<file path="src/core/clk_ctrl_pkg.sv">
`default_nettype none
package clk_ctrl_pkg;
	// ----------------------------------------------------------------
	// Divider and multiplier encodings
	// ----------------------------------------------------------------
	localparam int DIV_W = 3;
	localparam logic [DIV_W-1:0] DIV_MAX = 3'h6;
	localparam int MULT_W = 6;
	// Code k selects a factor of 10 + k/2
	localparam logic [MULT_W-1:0] MULT_CODE_MAX = 6'h28;
	localparam logic [MULT_W-1:0] MULT_CODE_RST = 6'h00;
	localparam int WAIT_W = 16;
	localparam logic [WAIT_W-1:0] WAIT_RST = 16'hffff;
	// ----------------------------------------------------------------
	// Derived clock indices
	// ----------------------------------------------------------------
	localparam int NUM_CLK = 6;
	localparam int CLK_CORE = 0;
	localparam int CLK_FLASH = 1;
	localparam int CLK_FAST = 2;
	localparam int CLK_SLOW = 3;
	localparam int CLK_TIMER = 4;
	localparam int CLK_CONV = 5;
	// ----------------------------------------------------------------
	// Module stop register A
	// ----------------------------------------------------------------
	localparam int MSTP_HI0 = 24;
	localparam int MSTP_HI1 = 27;
	localparam int MSTP_HI2 = 29;
	localparam logic [31:0] MSTP_RST = 32'hffff_ffff;
	// ----------------------------------------------------------------
	// Oscillator-to-PLL state
	// ----------------------------------------------------------------
	typedef enum logic [1:0]
	{
		PLL_OFF = 2'b00,
		PLL_WAIT = 2'b01,
		PLL_LOCK = 2'b11
	} pll_state_t;
endpackage
`default_nettype wire

</file>
<file path="src/core/clk_tick_gen.sv">
`timescale 1ns/1ps
`default_nettype none
module clk_tick_gen #(
	parameter int N = clk_ctrl_pkg::NUM_CLK,
	parameter int W = clk_ctrl_pkg::DIV_W
) (
	input wire logic sys_clk_i,
	input wire logic arst_n_i,
	input wire logic run_i,
	input wire logic [N*W-1:0] div_i,
	output logic [N-1:0] tick_o
);
	// ----------------------------------------------------------------
	// Shared prescaler
	// ----------------------------------------------------------------
	// One counter for all outputs keeps every tick phase aligned
	localparam int CW = 1 << W;
	localparam logic [CW-1:0] CNT_ONE = CW'(1);
	logic [CW-1:0] cnt_q;
	logic [CW-1:0] cnt_d;
	logic [N-1:0] tick_q;
	wire logic [N-1:0] tick_d;

	always_comb
	begin
		cnt_d = run_i ? cnt_q + CNT_ONE : '0;
	end

	// ----------------------------------------------------------------
	// Per-clock enables
	// ----------------------------------------------------------------
	genvar g;
	generate
		for (g = 0; g < N; g++)
		begin : gen_tick
			// One driver per bit keeps each enable in its own net
			wire logic [CW-1:0] mask;
			assign mask = (CNT_ONE << div_i[g*W +: W]) - CNT_ONE;
			assign tick_d[g] = run_i && ((cnt_q & mask) == '0);
		end
	endgenerate

	always_ff @(posedge sys_clk_i or negedge arst_n_i)
	begin
		if (!arst_n_i)
		begin
			cnt_q <= '0;
			tick_q <= '0;
		end
		else
		begin
			cnt_q <= cnt_d;
			tick_q <= tick_d;
		end
	end

	assign tick_o = tick_q;
endmodule
`default_nettype wire

</file>
<file path="src/core/clock_ratio_and_pll_control.sv">
`timescale 1ns/1ps
`default_nettype none
module clock_ratio_and_pll_control #(
	parameter int DIV_W = clk_ctrl_pkg::DIV_W,
	parameter int MULT_W = clk_ctrl_pkg::MULT_W,
	parameter int WAIT_W = clk_ctrl_pkg::WAIT_W
) (
	input wire logic sys_clk_i,
	input wire logic arst_n_i,
	input wire logic cfg_wr_i,
	input wire logic [DIV_W-1:0] div_core_i,
	input wire logic [DIV_W-1:0] div_flash_i,
	input wire logic [DIV_W-1:0] div_fast_i,
	input wire logic [DIV_W-1:0] div_slow_i,
	input wire logic [DIV_W-1:0] div_timer_i,
	input wire logic [DIV_W-1:0] div_conv_i,
	input wire logic pll_wr_i,
	input wire logic pll_en_i,
	input wire logic [MULT_W-1:0] pll_multiplier_field_i,
	input wire logic [WAIT_W-1:0] pll_wait_i,
	input wire logic src_wr_i,
	input wire logic src_pll_i,
	input wire logic mstp_wr_i,
	input wire logic [31:0] mstp_a_i,
	input wire logic err_clr_i,
	output logic [DIV_W-1:0] div_core_o,
	output logic [DIV_W-1:0] div_flash_o,
	output logic [DIV_W-1:0] div_fast_o,
	output logic [DIV_W-1:0] div_slow_o,
	output logic [DIV_W-1:0] div_timer_o,
	output logic [DIV_W-1:0] div_conv_o,
	output logic [MULT_W-1:0] pll_multiplier_field_o,
	output logic pll_locked_o,
	output logic src_pll_o,
	output logic cfg_err_o,
	output logic all_stop_o,
	output logic core_system_clock_en_o,
	output logic flash_interface_clock_en_o,
	output logic periph_bus_clock_fast_en_o,
	output logic periph_bus_clock_slow_en_o,
	output logic converter_clock_en_o,
	output logic timer_count_en_o,
	output logic timer_bus_en_o
);
	localparam int N = clk_ctrl_pkg::NUM_CLK;

	// ----------------------------------------------------------------
	// Configuration state
	// ----------------------------------------------------------------
	logic [N*DIV_W-1:0] div_q;
	logic [N*DIV_W-1:0] div_d;
	logic [N*DIV_W-1:0] div_req;
	logic [MULT_W-1:0] mult_q;
	logic [MULT_W-1:0] mult_d;
	logic [WAIT_W-1:0] wait_q;
	logic [WAIT_W-1:0] wait_d;
	logic [WAIT_W-1:0] wcnt_q;
	logic [WAIT_W-1:0] wcnt_d;
	clk_ctrl_pkg::pll_state_t pll_q;
	clk_ctrl_pkg::pll_state_t pll_d;
	logic src_q;
	logic src_d;
	logic err_q;
	logic err_d;
	logic [31:0] mstp_q;
	logic [31:0] mstp_d;
	logic stop_q;
	logic stop_d;
	logic locked_q;
	logic locked_d;
	logic div_ok;
	logic mult_ok;
	logic [N-1:0] tick;

	assign div_req = {div_conv_i, div_timer_i, div_slow_i, div_fast_i,
		div_flash_i, div_core_i};

	// ----------------------------------------------------------------
	// Legality check
	// ----------------------------------------------------------------
	always_comb
	begin
		logic [DIV_W-1:0] fa;
		logic [DIV_W-1:0] sl;
		logic [DIV_W-1:0] tm;
		logic [DIV_W-1:0] cv;
		logic [DIV_W:0] slw;
		logic [DIV_W:0] cvw;
		fa = div_fast_i;
		sl = div_slow_i;
		tm = div_timer_i;
		cv = div_conv_i;
		slw = {1'b0, div_slow_i};
		cvw = {1'b0, div_conv_i};
		div_ok = 1'b1;
		// Power-of-two dividers only
		// integer ratios
		for (int i = 0; i < N; i++)
		begin
			if (div_req[i*DIV_W +: DIV_W] > clk_ctrl_pkg::DIV_MAX)
				div_ok = 1'b0;
		end
		if (tm > fa || fa > sl)
			div_ok = 1'b0;
		if (fa - tm > 3'h1)
			div_ok = 1'b0;
		// slow to converter
		// One bit wider so a slow code near the top cannot wrap
		if (!(cvw == slw || cvw == slw + (DIV_W+1)'(1) ||
			cvw == slw + (DIV_W+1)'(2) || cvw + (DIV_W+1)'(1) == slw))
			div_ok = 1'b0;
		mult_ok = pll_multiplier_field_i <= clk_ctrl_pkg::MULT_CODE_MAX;
	end

	// ----------------------------------------------------------------
	// Next-state logic
	// ----------------------------------------------------------------
	always_comb
	begin
		div_d = div_q;
		mult_d = mult_q;
		wait_d = wait_q;
		wcnt_d = wcnt_q;
		pll_d = pll_q;
		src_d = src_q;
		err_d = err_q && !err_clr_i;
		mstp_d = mstp_q;
		if (cfg_wr_i)
		begin
			if (div_ok)
				div_d = div_req;
			else
				err_d = 1'b1;
		end
		// Retuning while the core runs from the PLL would glitch it
		if (pll_wr_i)
		begin
			if (!mult_ok || src_q)
				err_d = 1'b1;
			else
			begin
				mult_d = pll_multiplier_field_i;
				wait_d = pll_wait_i;
				wcnt_d = '0;
				pll_d = pll_en_i ? clk_ctrl_pkg::PLL_WAIT : clk_ctrl_pkg::PLL_OFF;
			end
		end
		else
		begin
			unique case (pll_q)
				clk_ctrl_pkg::PLL_OFF:
					pll_d = clk_ctrl_pkg::PLL_OFF;
				clk_ctrl_pkg::PLL_WAIT:
				begin
					if (wcnt_q >= wait_q)
						pll_d = clk_ctrl_pkg::PLL_LOCK;
					else
						wcnt_d = wcnt_q + WAIT_W'(1);
				end
				clk_ctrl_pkg::PLL_LOCK:
					pll_d = clk_ctrl_pkg::PLL_LOCK;
				default:
					pll_d = clk_ctrl_pkg::PLL_OFF;
			endcase
		end
		if (src_wr_i)
		begin
			if (src_pll_i && pll_q != clk_ctrl_pkg::PLL_LOCK)
				err_d = 1'b1;
			else
				src_d = src_pll_i;
		end
		if (mstp_wr_i)
			mstp_d = mstp_a_i;
		stop_d = mstp_d[clk_ctrl_pkg::MSTP_HI0] &&
			mstp_d[clk_ctrl_pkg::MSTP_HI1] &&
			mstp_d[clk_ctrl_pkg::MSTP_HI2];
		locked_d = pll_d == clk_ctrl_pkg::PLL_LOCK;
	end

	always_ff @(posedge sys_clk_i or negedge arst_n_i)
	begin
		if (!arst_n_i)
		begin
			div_q <= '0;
			mult_q <= clk_ctrl_pkg::MULT_CODE_RST;
			wait_q <= clk_ctrl_pkg::WAIT_RST;
			wcnt_q <= '0;
			pll_q <= clk_ctrl_pkg::PLL_OFF;
			src_q <= 1'b0;
			err_q <= 1'b0;
			mstp_q <= clk_ctrl_pkg::MSTP_RST;
			stop_q <= 1'b1;
			locked_q <= 1'b0;
		end
		else
		begin
			div_q <= div_d;
			mult_q <= mult_d;
			wait_q <= wait_d;
			wcnt_q <= wcnt_d;
			pll_q <= pll_d;
			src_q <= src_d;
			err_q <= err_d;
			mstp_q <= mstp_d;
			stop_q <= stop_d;
			locked_q <= locked_d;
		end
	end

	// ----------------------------------------------------------------
	// Clock enables
	// ----------------------------------------------------------------
	// Stopped during all-module stop; enables freeze low, not mid-pulse
	clk_tick_gen #(
		.N(N),
		.W(DIV_W)
	) u_ticks (
		.sys_clk_i(sys_clk_i),
		.arst_n_i(arst_n_i),
		.run_i(!stop_q),
		.div_i(div_q),
		.tick_o(tick)
	);

	assign div_core_o = div_q[clk_ctrl_pkg::CLK_CORE*DIV_W +: DIV_W];
	assign div_flash_o = div_q[clk_ctrl_pkg::CLK_FLASH*DIV_W +: DIV_W];
	assign div_fast_o = div_q[clk_ctrl_pkg::CLK_FAST*DIV_W +: DIV_W];
	assign div_slow_o = div_q[clk_ctrl_pkg::CLK_SLOW*DIV_W +: DIV_W];
	assign div_timer_o = div_q[clk_ctrl_pkg::CLK_TIMER*DIV_W +: DIV_W];
	assign div_conv_o = div_q[clk_ctrl_pkg::CLK_CONV*DIV_W +: DIV_W];
	assign pll_multiplier_field_o = mult_q;
	assign pll_locked_o = locked_q;
	assign src_pll_o = src_q;
	assign cfg_err_o = err_q;
	assign all_stop_o = stop_q;
	assign core_system_clock_en_o = tick[clk_ctrl_pkg::CLK_CORE];
	assign flash_interface_clock_en_o = tick[clk_ctrl_pkg::CLK_FLASH];
	assign periph_bus_clock_fast_en_o = tick[clk_ctrl_pkg::CLK_FAST];
	assign periph_bus_clock_slow_en_o = tick[clk_ctrl_pkg::CLK_SLOW];
	assign converter_clock_en_o = tick[clk_ctrl_pkg::CLK_CONV];
	assign timer_count_en_o = tick[clk_ctrl_pkg::CLK_TIMER];
	assign timer_bus_en_o = tick[clk_ctrl_pkg::CLK_FAST];
endmodule
`default_nettype wire

</file>
<file path="config.mk">
export PLATFORM = sky130hd
export DESIGN_NAME = clock_ratio_and_pll_control
export DESIGN_NICKNAME = d
export VERILOG_FILES = /design/src/core/clk_ctrl_pkg.sv /design/src/core/clk_tick_gen.sv /design/src/core/clock_ratio_and_pll_control.sv
export SDC_FILE = /design/constraint.sdc
export NUM_CORES = 1
export LEC_CHECK = 0
export BUFFER_PORTS_ARGS = -buffer_cell sky130_fd_sc_hd__buf_4
export CAP_MARGIN = 10
export CORE_MARGIN = 2
export CORE_UTILIZATION = 59
export CTS_BUF_LIST = sky130_fd_sc_hd__clkbuf_8
export DETAILED_ROUTE_END_ITERATION = 16
export PLACE_DENSITY = 0.88
export SYNTH_ARGS = -nofsm -noshare
export SYNTH_HDL_FRONTEND = slang
export SYNTH_SLANG_ARGS = --single-unit
</file>
<file path="constraint.sdc">
create_clock -name sys_clk_i -period 7.5 [get_ports sys_clk_i]
set_clock_uncertainty 0.15 [all_clocks]
set_input_delay 1.5 -clock sys_clk_i [delete_from_list [all_inputs] [get_ports sys_clk_i]]
set_output_delay 1.5 -clock sys_clk_i [all_outputs]
set_load 0.005 [all_outputs]
</file>
; ---- Word-level counts from Yosys, hierarchy flattened
; Index checks and enable logic that the tools add are counted.
[op_classes]
addsub = 12
multipliers = 0
div = 0
magnitude_cmp = 11
n_eq_ne = 10
n_shift = 6
mux = 26
bitwise = 8
n_reduce_logical = 29
[ops]
columns = operator, n
row1 = $mux 16, 4
row2 = $and 8x8->8, 6
row3 = $logic_not 8->1, 6
row4 = $shl 1x3->8 const A, 6
row5 = $sub 8x1->8 const B, 6
row6 = $mux 30, 1
row7 = $gt 3x3->1 const B, 6
row8 = $add 16x1->16 const B, 1
row9 = $ge 16x16->1, 1
row10 = $mux 1, 16
row11 = $logic_and 1x1->1, 10
row12 = $add 3x1->4 const B, 2
row13 = $add 8x1->8 const B, 1
row14 = $eq 3x4->1, 2
row15 = $mux 8, 1
row16 = $gt 3x3->1, 2
row17 = $le 6x6->1 const B, 1
row18 = $mux 2, 3
row19 = $ne 2x2->1 const B, 3
row20 = $reduce_and 2->1, 3
row21 = $logic_or 1x1->1, 5
row22 = $add 3x2->4 const B, 1
row23 = $eq 2x2->1 const B, 2
row24 = $eq 4x3->1, 1
row25 = other kinds (9), 12
[word_totals]
regBits = 106
latchBits = 0
mem_bits_rw = 0
mem_bits_ro = 0
input_bits = 81
output_inout_bits = 35
elab_cells = 115
n_memories = 0

; ---- Longest topological paths before layout
; Gate-level depths: netlist of run 1.
[depth]
ltp_word = 16
mapped_depth = 12
mapped_depth_nobuf = 10

; ---- Hierarchy
; Synthesis of run 1 repeated with hierarchy kept, for this count alone.
[unflattened]
cells_unflattened = 426
hier_area_um2 = 4321.6
[by_module_without_submodules]
columns = mod, instances, cells_each, area_each_um2, seq_area_each_um2
row1 = clock_ratio_and_pll_control, 1, 348, 3540.9, 1651.6
row2 = clk_tick_gen, 1, 78, 780.7, 325.3

; ---- Least setup slack after synthesis of run 1
; No wires, ideal clock.
[synth_path]
kind = input port to flip-flop
start = in div_fast_i[0]
end = reg div_q[10]
setup_time_ns = 0.127
arrival_ns = 3.427
t_required_ns = 7.223
path_slack_ns = 3.795
cell_stages = 12
n_path_buf = 2
path_cell_list = inv_1 > ha_1 > inv_1 > fa_1 > xor2_1 > a31oi_1 > nand4_1 > nor2_1 > and4_1 > buf_2 > buf_6 > mux2_1
[synth_via]
elab_chain_cells = 9
elab_cells_between_ends = 14
classes_between = add/sub (1) / order compare (4) / mux (7) / reduce/logical (2)
[synth_rtl]
columns = element, line_no
row1 = start: declaration, clock_ratio_and_pll_control.sv:13  ; input wire logic [DIV_W-1:0] div_fast_i,
row2 = $gt 3x3->1, clock_ratio_and_pll_control.sv:100  ; if (div_req[i*DIV_W +: DIV_W] > clk_ctrl_pkg::DIV_MAX)
row3 = $mux 1 (4 in series), clock_ratio_and_pll_control.sv:100
row4 = $mux 1, clock_ratio_and_pll_control.sv:103  ; if (tm > fa || fa > sl)
row5 = $mux 1 *, clock_ratio_and_pll_control.sv:105  ; if (fa - tm > 3'h1)
row6 = $mux 1 *, clock_ratio_and_pll_control.sv:109  ; if (!(cvw == slw || cvw == slw + (DIV_W+1)'(1) ||
row7 = $reduce_and 2->1 (no source line) *, -
row8 = end signal: assignment, clock_ratio_and_pll_control.sv:198  ; div_q <= div_d;
row9 = end: declaration, clock_ratio_and_pll_control.sv:50  ; logic [N*DIV_W-1:0] div_q;
; Mark *: on every way between the ends. The rest lies on a longest branch, timed or not.
; A chain may end at the register's enable or synchronous reset.

; ---- Worst setup path after layout of run 1
[layout_path]
start = in div_fast_i[0]
end = reg div_q[12]
; The elaborated chain is that of the path after synthesis.

==> key figures, run 1 <==
Finish
  – Filler-free cell count of the finished design: 619
  – Nets: 626
  – Core Util, Final: 72.5%
  – Share of cells above drive strength 1: 25.4%
  – Layout area overhead: 20.9%
  – Antenna Cells: 0

Die
  – Row count: 31
  – Core area: 7140 um2
  – Die height: 89.2 um
  – # IOs: 116
  – Starting Density: 60.0%
  – Die X-Extent: 89.2 um
  – Die area: 7950 um2

Synth
  – Post-synthesis sequential area ratio: 46.2%
  – Synth Area in Compound Gates: 15.7%
  – Number of enable flip-flop cells after synthesis: 0
  – Cell count after synthesis: 435
  – Yosys top cell area share: 33.9%
  – Post-synthesis simple-gate area fraction: 15.3%
  – Synth top area cells: dfrtp_1 34%, dfstp_2 12%, ha_1 8.5%, nand2_1 5.6%, mux2_1 4.7%
  – Post-Synth Adder-Cell Area: 8.95%
  – Synth Cell Area: 4280 um2
  – Yosys cell types: 50
  – Synth warnings: 0
  – Syn_nets: 546
  – Mux cell area share after synthesis: 6.46%
  – Post-synthesis xor/xnor area fraction: 2.87%
  – Post-synthesis sequential element count: 78
  – Syn avg cell area: 9.84 um2
  – Main combinational cell family by area after synthesis: compound AO/OA/AOI/OAI gates
  – Ys flop type: dfrtp_1
  – Area leader, netlist: dfrtp_1
  – Synth async-reset ratio: 100%

Run status
  – Status: completed

Clock tree
  – Hold_buf cts: 0
  – CTS tree: yes
  – Clk sinks: 78
  – Post-CTS resize count: 0
  – Longest Clk Path Bufs: 2
  – Worst skew pair latency: 0.35 ns
  – Post-CTS Setup Bufs: 0
  – Root buffer cell: clkbuf_8
  – Reg clk slew, reported paths: 0.08 ns
  – H-tree Lvls: 3
  – Num CTS Buffers: 9

Routing
  – DR iter-0 viols: 143
  – Final WL: 9.62 mm
  – Drt drc: 0
  – Vias per cell: 5.77
  – TritonRoute pass-1 iters: 5
  – Detail Route Antenna Nets: 0
  – Wire per inst: 15.5 um
  – Via count: 3573

Critical path
  – Worst reg2reg setup slack: 4.62 ns
  – Max incr delay on CP: 0.77 ns
  – Critical Path End Type: register
  – Crit-path max FO: 18
  – CP top delay family: simple AND/OR/NAND/NOR gates
  – WP data required: 7.58 ns
  – Crit path cell chain: buf_4, inv_1, ha_1, inv_1, fa_1, xor2_1, a31oi_1, nand4_1, nor2_1, and4_1, mux2_1
  – Critical path class: primary input to register
  – Critical path launch point type: primary input
  – Crit path top cell by count: inv_1
  – Slowest CP cell: and4_1
  – Critical Path AT: 4.24 ns
  – Worst Path Buf+Inv: 3

Power
  – Leak Pwr: 2.58 nW
  – Clock network fraction of total power: 26.7%
  – Int Pwr: 0.817 mW
  – NetSw: 0.367 mW
  – Switching Share: 31.0%
  – Comb pwr share: 24.8%
  – Sequential power share: 48.5%
  – VDD IR-drop max: 0.129 mV
  – P per Cell Area: 229 nW/um2

Global routing
  – GR Layer Usage met3: 6.00%
  – GRT Overall Usage: 25.4%
  – Number of global-route vias before repair: 3420
  – First-pass GRT wire length: 15.5 mm
  – Most used routing layer: met2
  – Gr ovfl total: 0
  – Initial antenna violation count: 0
  – Largest net degree at the start of global routing: 79
  – Met2 global-route usage: 40.5%
  – Met1 usage: 33.9%

Place
  – Final RePlAce weighted congestion: 0.867
  – Final HPWL DP: 6.86 mm
  – Worst slack, placed: 3.04 ns
  – Port Buffers: 86
  – Placed cells: 603

Hold path
  – Worst hold path type: register to register

STA
  – Final setup viols: 0
  – Final period util: 55.5%
  – Slew at the pin with the worst max-slew slack: 0.961 ns
  – Fin worst setup slack: 3.34 ns
  – Fmax: 0.240 GHz
  – Final min period: 4.16 ns
  – Final hold vios: 0
  – Max Slew Vio Count: 0
  – Final TNS setup: 0 ns
  – Relative slew margins: 35.9%
  – RSZ-0062 raised after global routing: no

Job
  – Max Cap Viol: 0
## synthesized netlist by cell type (3+ instances only)
cell type,count
dfstp_2,20
or4_1,5
a211oi_1,7
mux2_2,3
or3_1,5
ha_1,29
mux2_1,18
nand4_1,5
nand2_1,64
inv_1,30
clkbuf_1,12
and3_1,9
dfrtp_1,58
nor3_1,3
nor2_1,12
buf_2,4
and4_1,3
o21ai_0,34
a31oi_1,11
nand3_1,10
mux2i_1,4
xor2_1,10
o31ai_1,4
nand2b_1,5
a21oi_1,24
xnor2_1,4
nor2b_1,6
a21o_1,12
## path summary, 6_finish.rpt
check | startpoint | end | cells past startpoint
max in group asynchronous | arst_n_i | div_q[14] | 1
min in group asynchronous | arst_n_i | div_q[0] | 1
max reg2reg | wait_q[7] | wcnt_q[13] | 8
min reg2reg | wait_q[0] | wait_q[0] | 2
max | div_fast_i[0] | div_q[12] | 11
min | wait_q[0] | wait_q[0] | 2
## cell families after synthesis
kind of cell / count (synthesis)
mux: 25
buf+inv: 48
compound gates: 106
fa+ha+maj: 30
flops: 78
xor+xnor: 14
simple gates: 134
## metrics by stage
step | hold slack, ns | power (mW) | area (um2)
after floorplan | 0.292 | 0.722 | 4280
after CTS | 0.327 | 1.19 | 5170
after detailed placement | 0.314 | 0.872 | 4970
after global placement | 0.308 | 0.851 | 4970
after global routing | 0.348 | 1.25 | 5170
final | 0.324 | 1.18 | 5170
## worst register-to-register path, stage by stage (launching register included)
cell and delay, ns:
dfstp_2 0.52, inv_1 0.05, ha_1 0.30, a21oi_1 0.13
o21ai_0 0.17, a2111oi_4 0.44, nand3_2 0.31, or4_1 0.59
a21oi_1 0.15
## registers in the layout, summed over array words and instances, names as in the netlist
| register | count |
|---|---|
| div_q | 18 |
| pll_locked_o | 1 |
| u_ticks.cnt_q | 7 |
| wcnt_q | 16 |
| mstp_q | 3 |
| pll_q | 2 |
| src_pll_o | 1 |
| cfg_err_o | 1 |
| wait_q | 16 |
| pll_multiplier_field_o | 6 |
| u_ticks.tick_o | 6 |
| all_stop_o | 1 |
## power groups by stage
stage	Sequential, mW	Combinational, mW	Clock (mW)
2_1_floorplan	0.552	0.170	0
3_3_place_gp	0.576	0.275	0
3_5_place_dp	0.579	0.293	0
4_1_cts	0.572	0.295	0.321
5_1_grt	0.583	0.326	0.338
6_report	0.575	0.293	0.317
## layout by cell type, fill, tap and decap left out, types with 12 or more instances in the layout
cell / n
buf_4: 87
nand2_1: 64
dfrtp_1: 58
o21ai_0: 34
inv_1: 31
ha_1: 29
a21oi_1: 24
dfstp_2: 20
mux2_1: 18
a21o_1: 12
## cell type report
| cell class | instances | area [um2] |
|---|---|---|
| clock buffers | 10 | 138 |
| multi-input cells | 309 | 2110 |
| fillers | 560 | 1960 |
| clock inverters | 6 | 62.6 |
| well taps | 99 | 124 |
| inverters | 30 | 113 |
| repair buffers | 87 | 653 |
| flip-flops and latches | 78 | 1980 |
## metal layers
metal,wire length [um],up-vias
li1,-,1699
met4,164,0
met3,612,17
met1,4150,1741
met5,0,-
met2,4690,116
No activity file was read; power rests on OpenSTA's default activity.
==> run 2: changes to the inputs <==
--- a/config.mk
+++ b/config.mk
@@ -8,10 +8,10 @@
 export BUFFER_PORTS_ARGS = -buffer_cell sky130_fd_sc_hd__buf_4
 export CAP_MARGIN = 10
 export CORE_MARGIN = 2
-export CORE_UTILIZATION = 59
+export CORE_UTILIZATION = 55
 export CTS_BUF_LIST = sky130_fd_sc_hd__clkbuf_8
 export DETAILED_ROUTE_END_ITERATION = 16
-export PLACE_DENSITY = 0.88
+export PLACE_DENSITY = 0.83
 export SYNTH_ARGS = -nofsm -noshare
 export SYNTH_HDL_FRONTEND = slang
 export SYNTH_SLANG_ARGS = --single-unit
==> constraint.sdc (replaced) <==
create_clock -name sys_clk_i -period 4 [get_ports sys_clk_i]
set_clock_uncertainty 0.15 [all_clocks]
set_input_delay 0.8 -clock sys_clk_i [delete_from_list [all_inputs] [get_ports sys_clk_i]]
set_output_delay 0.8 -clock sys_clk_i [all_outputs]
set_load 0.005 [all_outputs]
==> key figures, run 2 (synthesis gave the netlist of run 1 again) <==
Power
  – Comb pwr share: 24.4%
  – Leak Pwr: 2.60 nW
  – Clock network fraction of total power: 26.9%
  – Switching Share: 30.4%
  – Sequential power share: 48.7%
  – Int Pwr: 1.55 mW
  – NetSw: 0.677 mW
  – P per Cell Area: 428 nW/um2
  – VDD IR-drop max: 0.207 mV

Die
  – Starting Density: 56.0%
  – Die area: 8500 um2
  – Die X-Extent: 92.2 um
  – # IOs: 116
  – Die height: 92.2 um
  – Core area: 7650 um2
  – Row count: 32

Routing
  – Drt drc: 0
  – Final WL: 9.80 mm
  – Detail Route Antenna Nets: 0
  – Via count: 3546
  – TritonRoute pass-1 iters: 4
  – Wire per inst: 15.7 um
  – DR iter-0 viols: 231
  – Vias per cell: 5.69

Clock tree
  – CTS tree: yes
  – H-tree Lvls: 3
  – Worst skew pair latency: 0.34 ns
  – Hold_buf cts: 0
  – Post-CTS resize count: 0
  – Post-CTS Setup Bufs: 0
  – Reg clk slew, reported paths: 0.08 ns
  – Longest Clk Path Bufs: 2
  – Root buffer cell: clkbuf_8
  – Clk sinks: 78
  – Num CTS Buffers: 9

Finish
  – Final Instance Area: 5190 um2
  – Layout area overhead: 21.2%
  – Share of cells above drive strength 1: 25.3%
  – Max FFs per register: 18
  – Biggest regs: div_q x18, wait_q x16, wcnt_q x16
  – Commonest non-fill, non-tap cells in the layout: 88 x buf_4, 64 x nand2_1, 58 x dfrtp_1, 34 x o21ai_0, 32 x inv_1
  – Most common cell after layout, fill and taps aside: buf_4
  – Antenna Cells: 0
  – Nets: 627
  – Largest Register: div_q

STA
  – Final TNS setup: 0 ns
  – Final hold vios: 0
  – RSZ-0062 raised after global routing: no
  – Relative slew margins: 35.2%
  – Slew at the pin with the worst max-slew slack: 0.973 ns
  – Max Slew Vio Count: 0
  – Final period util: 78.1%
  – Fmax: 0.320 GHz
  – Final setup viols: 0
  – Final min period: 3.12 ns

Global routing
  – Gr ovfl total: 0
  – GRT Overall Usage: 24.1%
  – Largest net degree at the start of global routing: 79
  – Initial antenna violation count: 0
  – First-pass GRT wire length: 16.2 mm
  – Number of global-route vias before repair: 3494

Critical path
  – Slowest CP cell: fa_1
  – Critical Path End Type: register
  – Critical path launch point type: primary input
  – Critical path class: primary input to register
  – Crit-path max FO: 18
  – Critical Path AT: 3.20 ns
  – Crit path cell chain: buf_4, inv_1, ha_1, inv_1, fa_1, xor2_1, a31oi_1, nand4_1, nor2_1, and4_1, buf_4, mux2_1
  – Max incr delay on CP: 0.39 ns
  – WP data required: 4.08 ns

Place
  – Port Buffers: 86
  – Final HPWL DP: 7.06 mm
  – Final RePlAce weighted congestion: 0.881
  – Area post-placement: 4990 um2

Run status
  – Status: completed

Job
  – Max Cap Viol: 0

Hold path
  – Worst hold path type: register to register
==> run 2: power by group through the flow <==
stage / logic [mW] / registers (mW) / clock network, mW
detailed placement: 0.544 / 1.09 / 0
CTS: 0.548 / 1.07 / 0.609
finish: 0.542 / 1.08 / 0.599
global placement: 0.516 / 1.08 / 0
global route: 0.602 / 1.09 / 0.649
floorplan: 0.319 / 1.04 / 0
==> run 2: critical path: cells and delay by family <==
kind	cells	cell delay [ns]
buffers and inverters	4	0.54
adder cells (fa/ha/maj)	2	0.53
AND/OR/NAND/NOR	3	0.51
multiplexers	1	0.36
AO/OA/AOI/OAI	1	0.25
XOR/XNOR	1	0.21
==> run 2: area by class of cell <==
type                            instances  area, um2
Inverter                               30        113
Timing Repair Buffer                   88        661
Sequential cell                        78       1980
Tap cell                              102        128
Multi-Input combinational cell        309       2110
Clock buffer                           11        151
Clock inverter                          5       50.0
Fill cell                             612       2460
==> run 2: routing by layer <==
metal  vias to the layer above  part of all wire, %  wire (um)  GRT usage, %
li1                       1694                    -          -             -
met1                      1724                   44       4340          32.6
met2                       115                   48       4730          38.5
met3                        13                  6.1        593          4.52
met4                         0                  1.4        136          9.20
met5                         -                    0          0             0
==> run 2: final timing paths <==
path / from / end / slack (ns) / cells after the start
worst min-delay path: wait_q[0] / wait_q[0] / 0.32 / 2
max in group asynchronous: arst_n_i / wcnt_q[14] / 2.62 / 1
worst max register to register: wait_q[13] / wcnt_q[15] / 1.06 / 8
min in group asynchronous: arst_n_i / div_q[15] / 0.45 / 1
worst max-delay path: div_fast_i[0] / div_q[12] / 0.88 / 12
worst min register to register: wait_q[0] / wait_q[0] / 0.32 / 2
==> run 2: through the flow <==
step                worst slack [ns]  power [mW]  hold WS [ns]  util (%)  std cells
floorplan                      0.995        1.35         0.292         -        435
global placement               0.632        1.60         0.309      65.2        607
detailed placement             0.567        1.63         0.313      65.2        607
CTS                            0.937        2.23         0.327      67.8        623
global route                   0.789        2.35         0.348      67.8        623
finish                         0.876        2.22         0.324      67.8        623
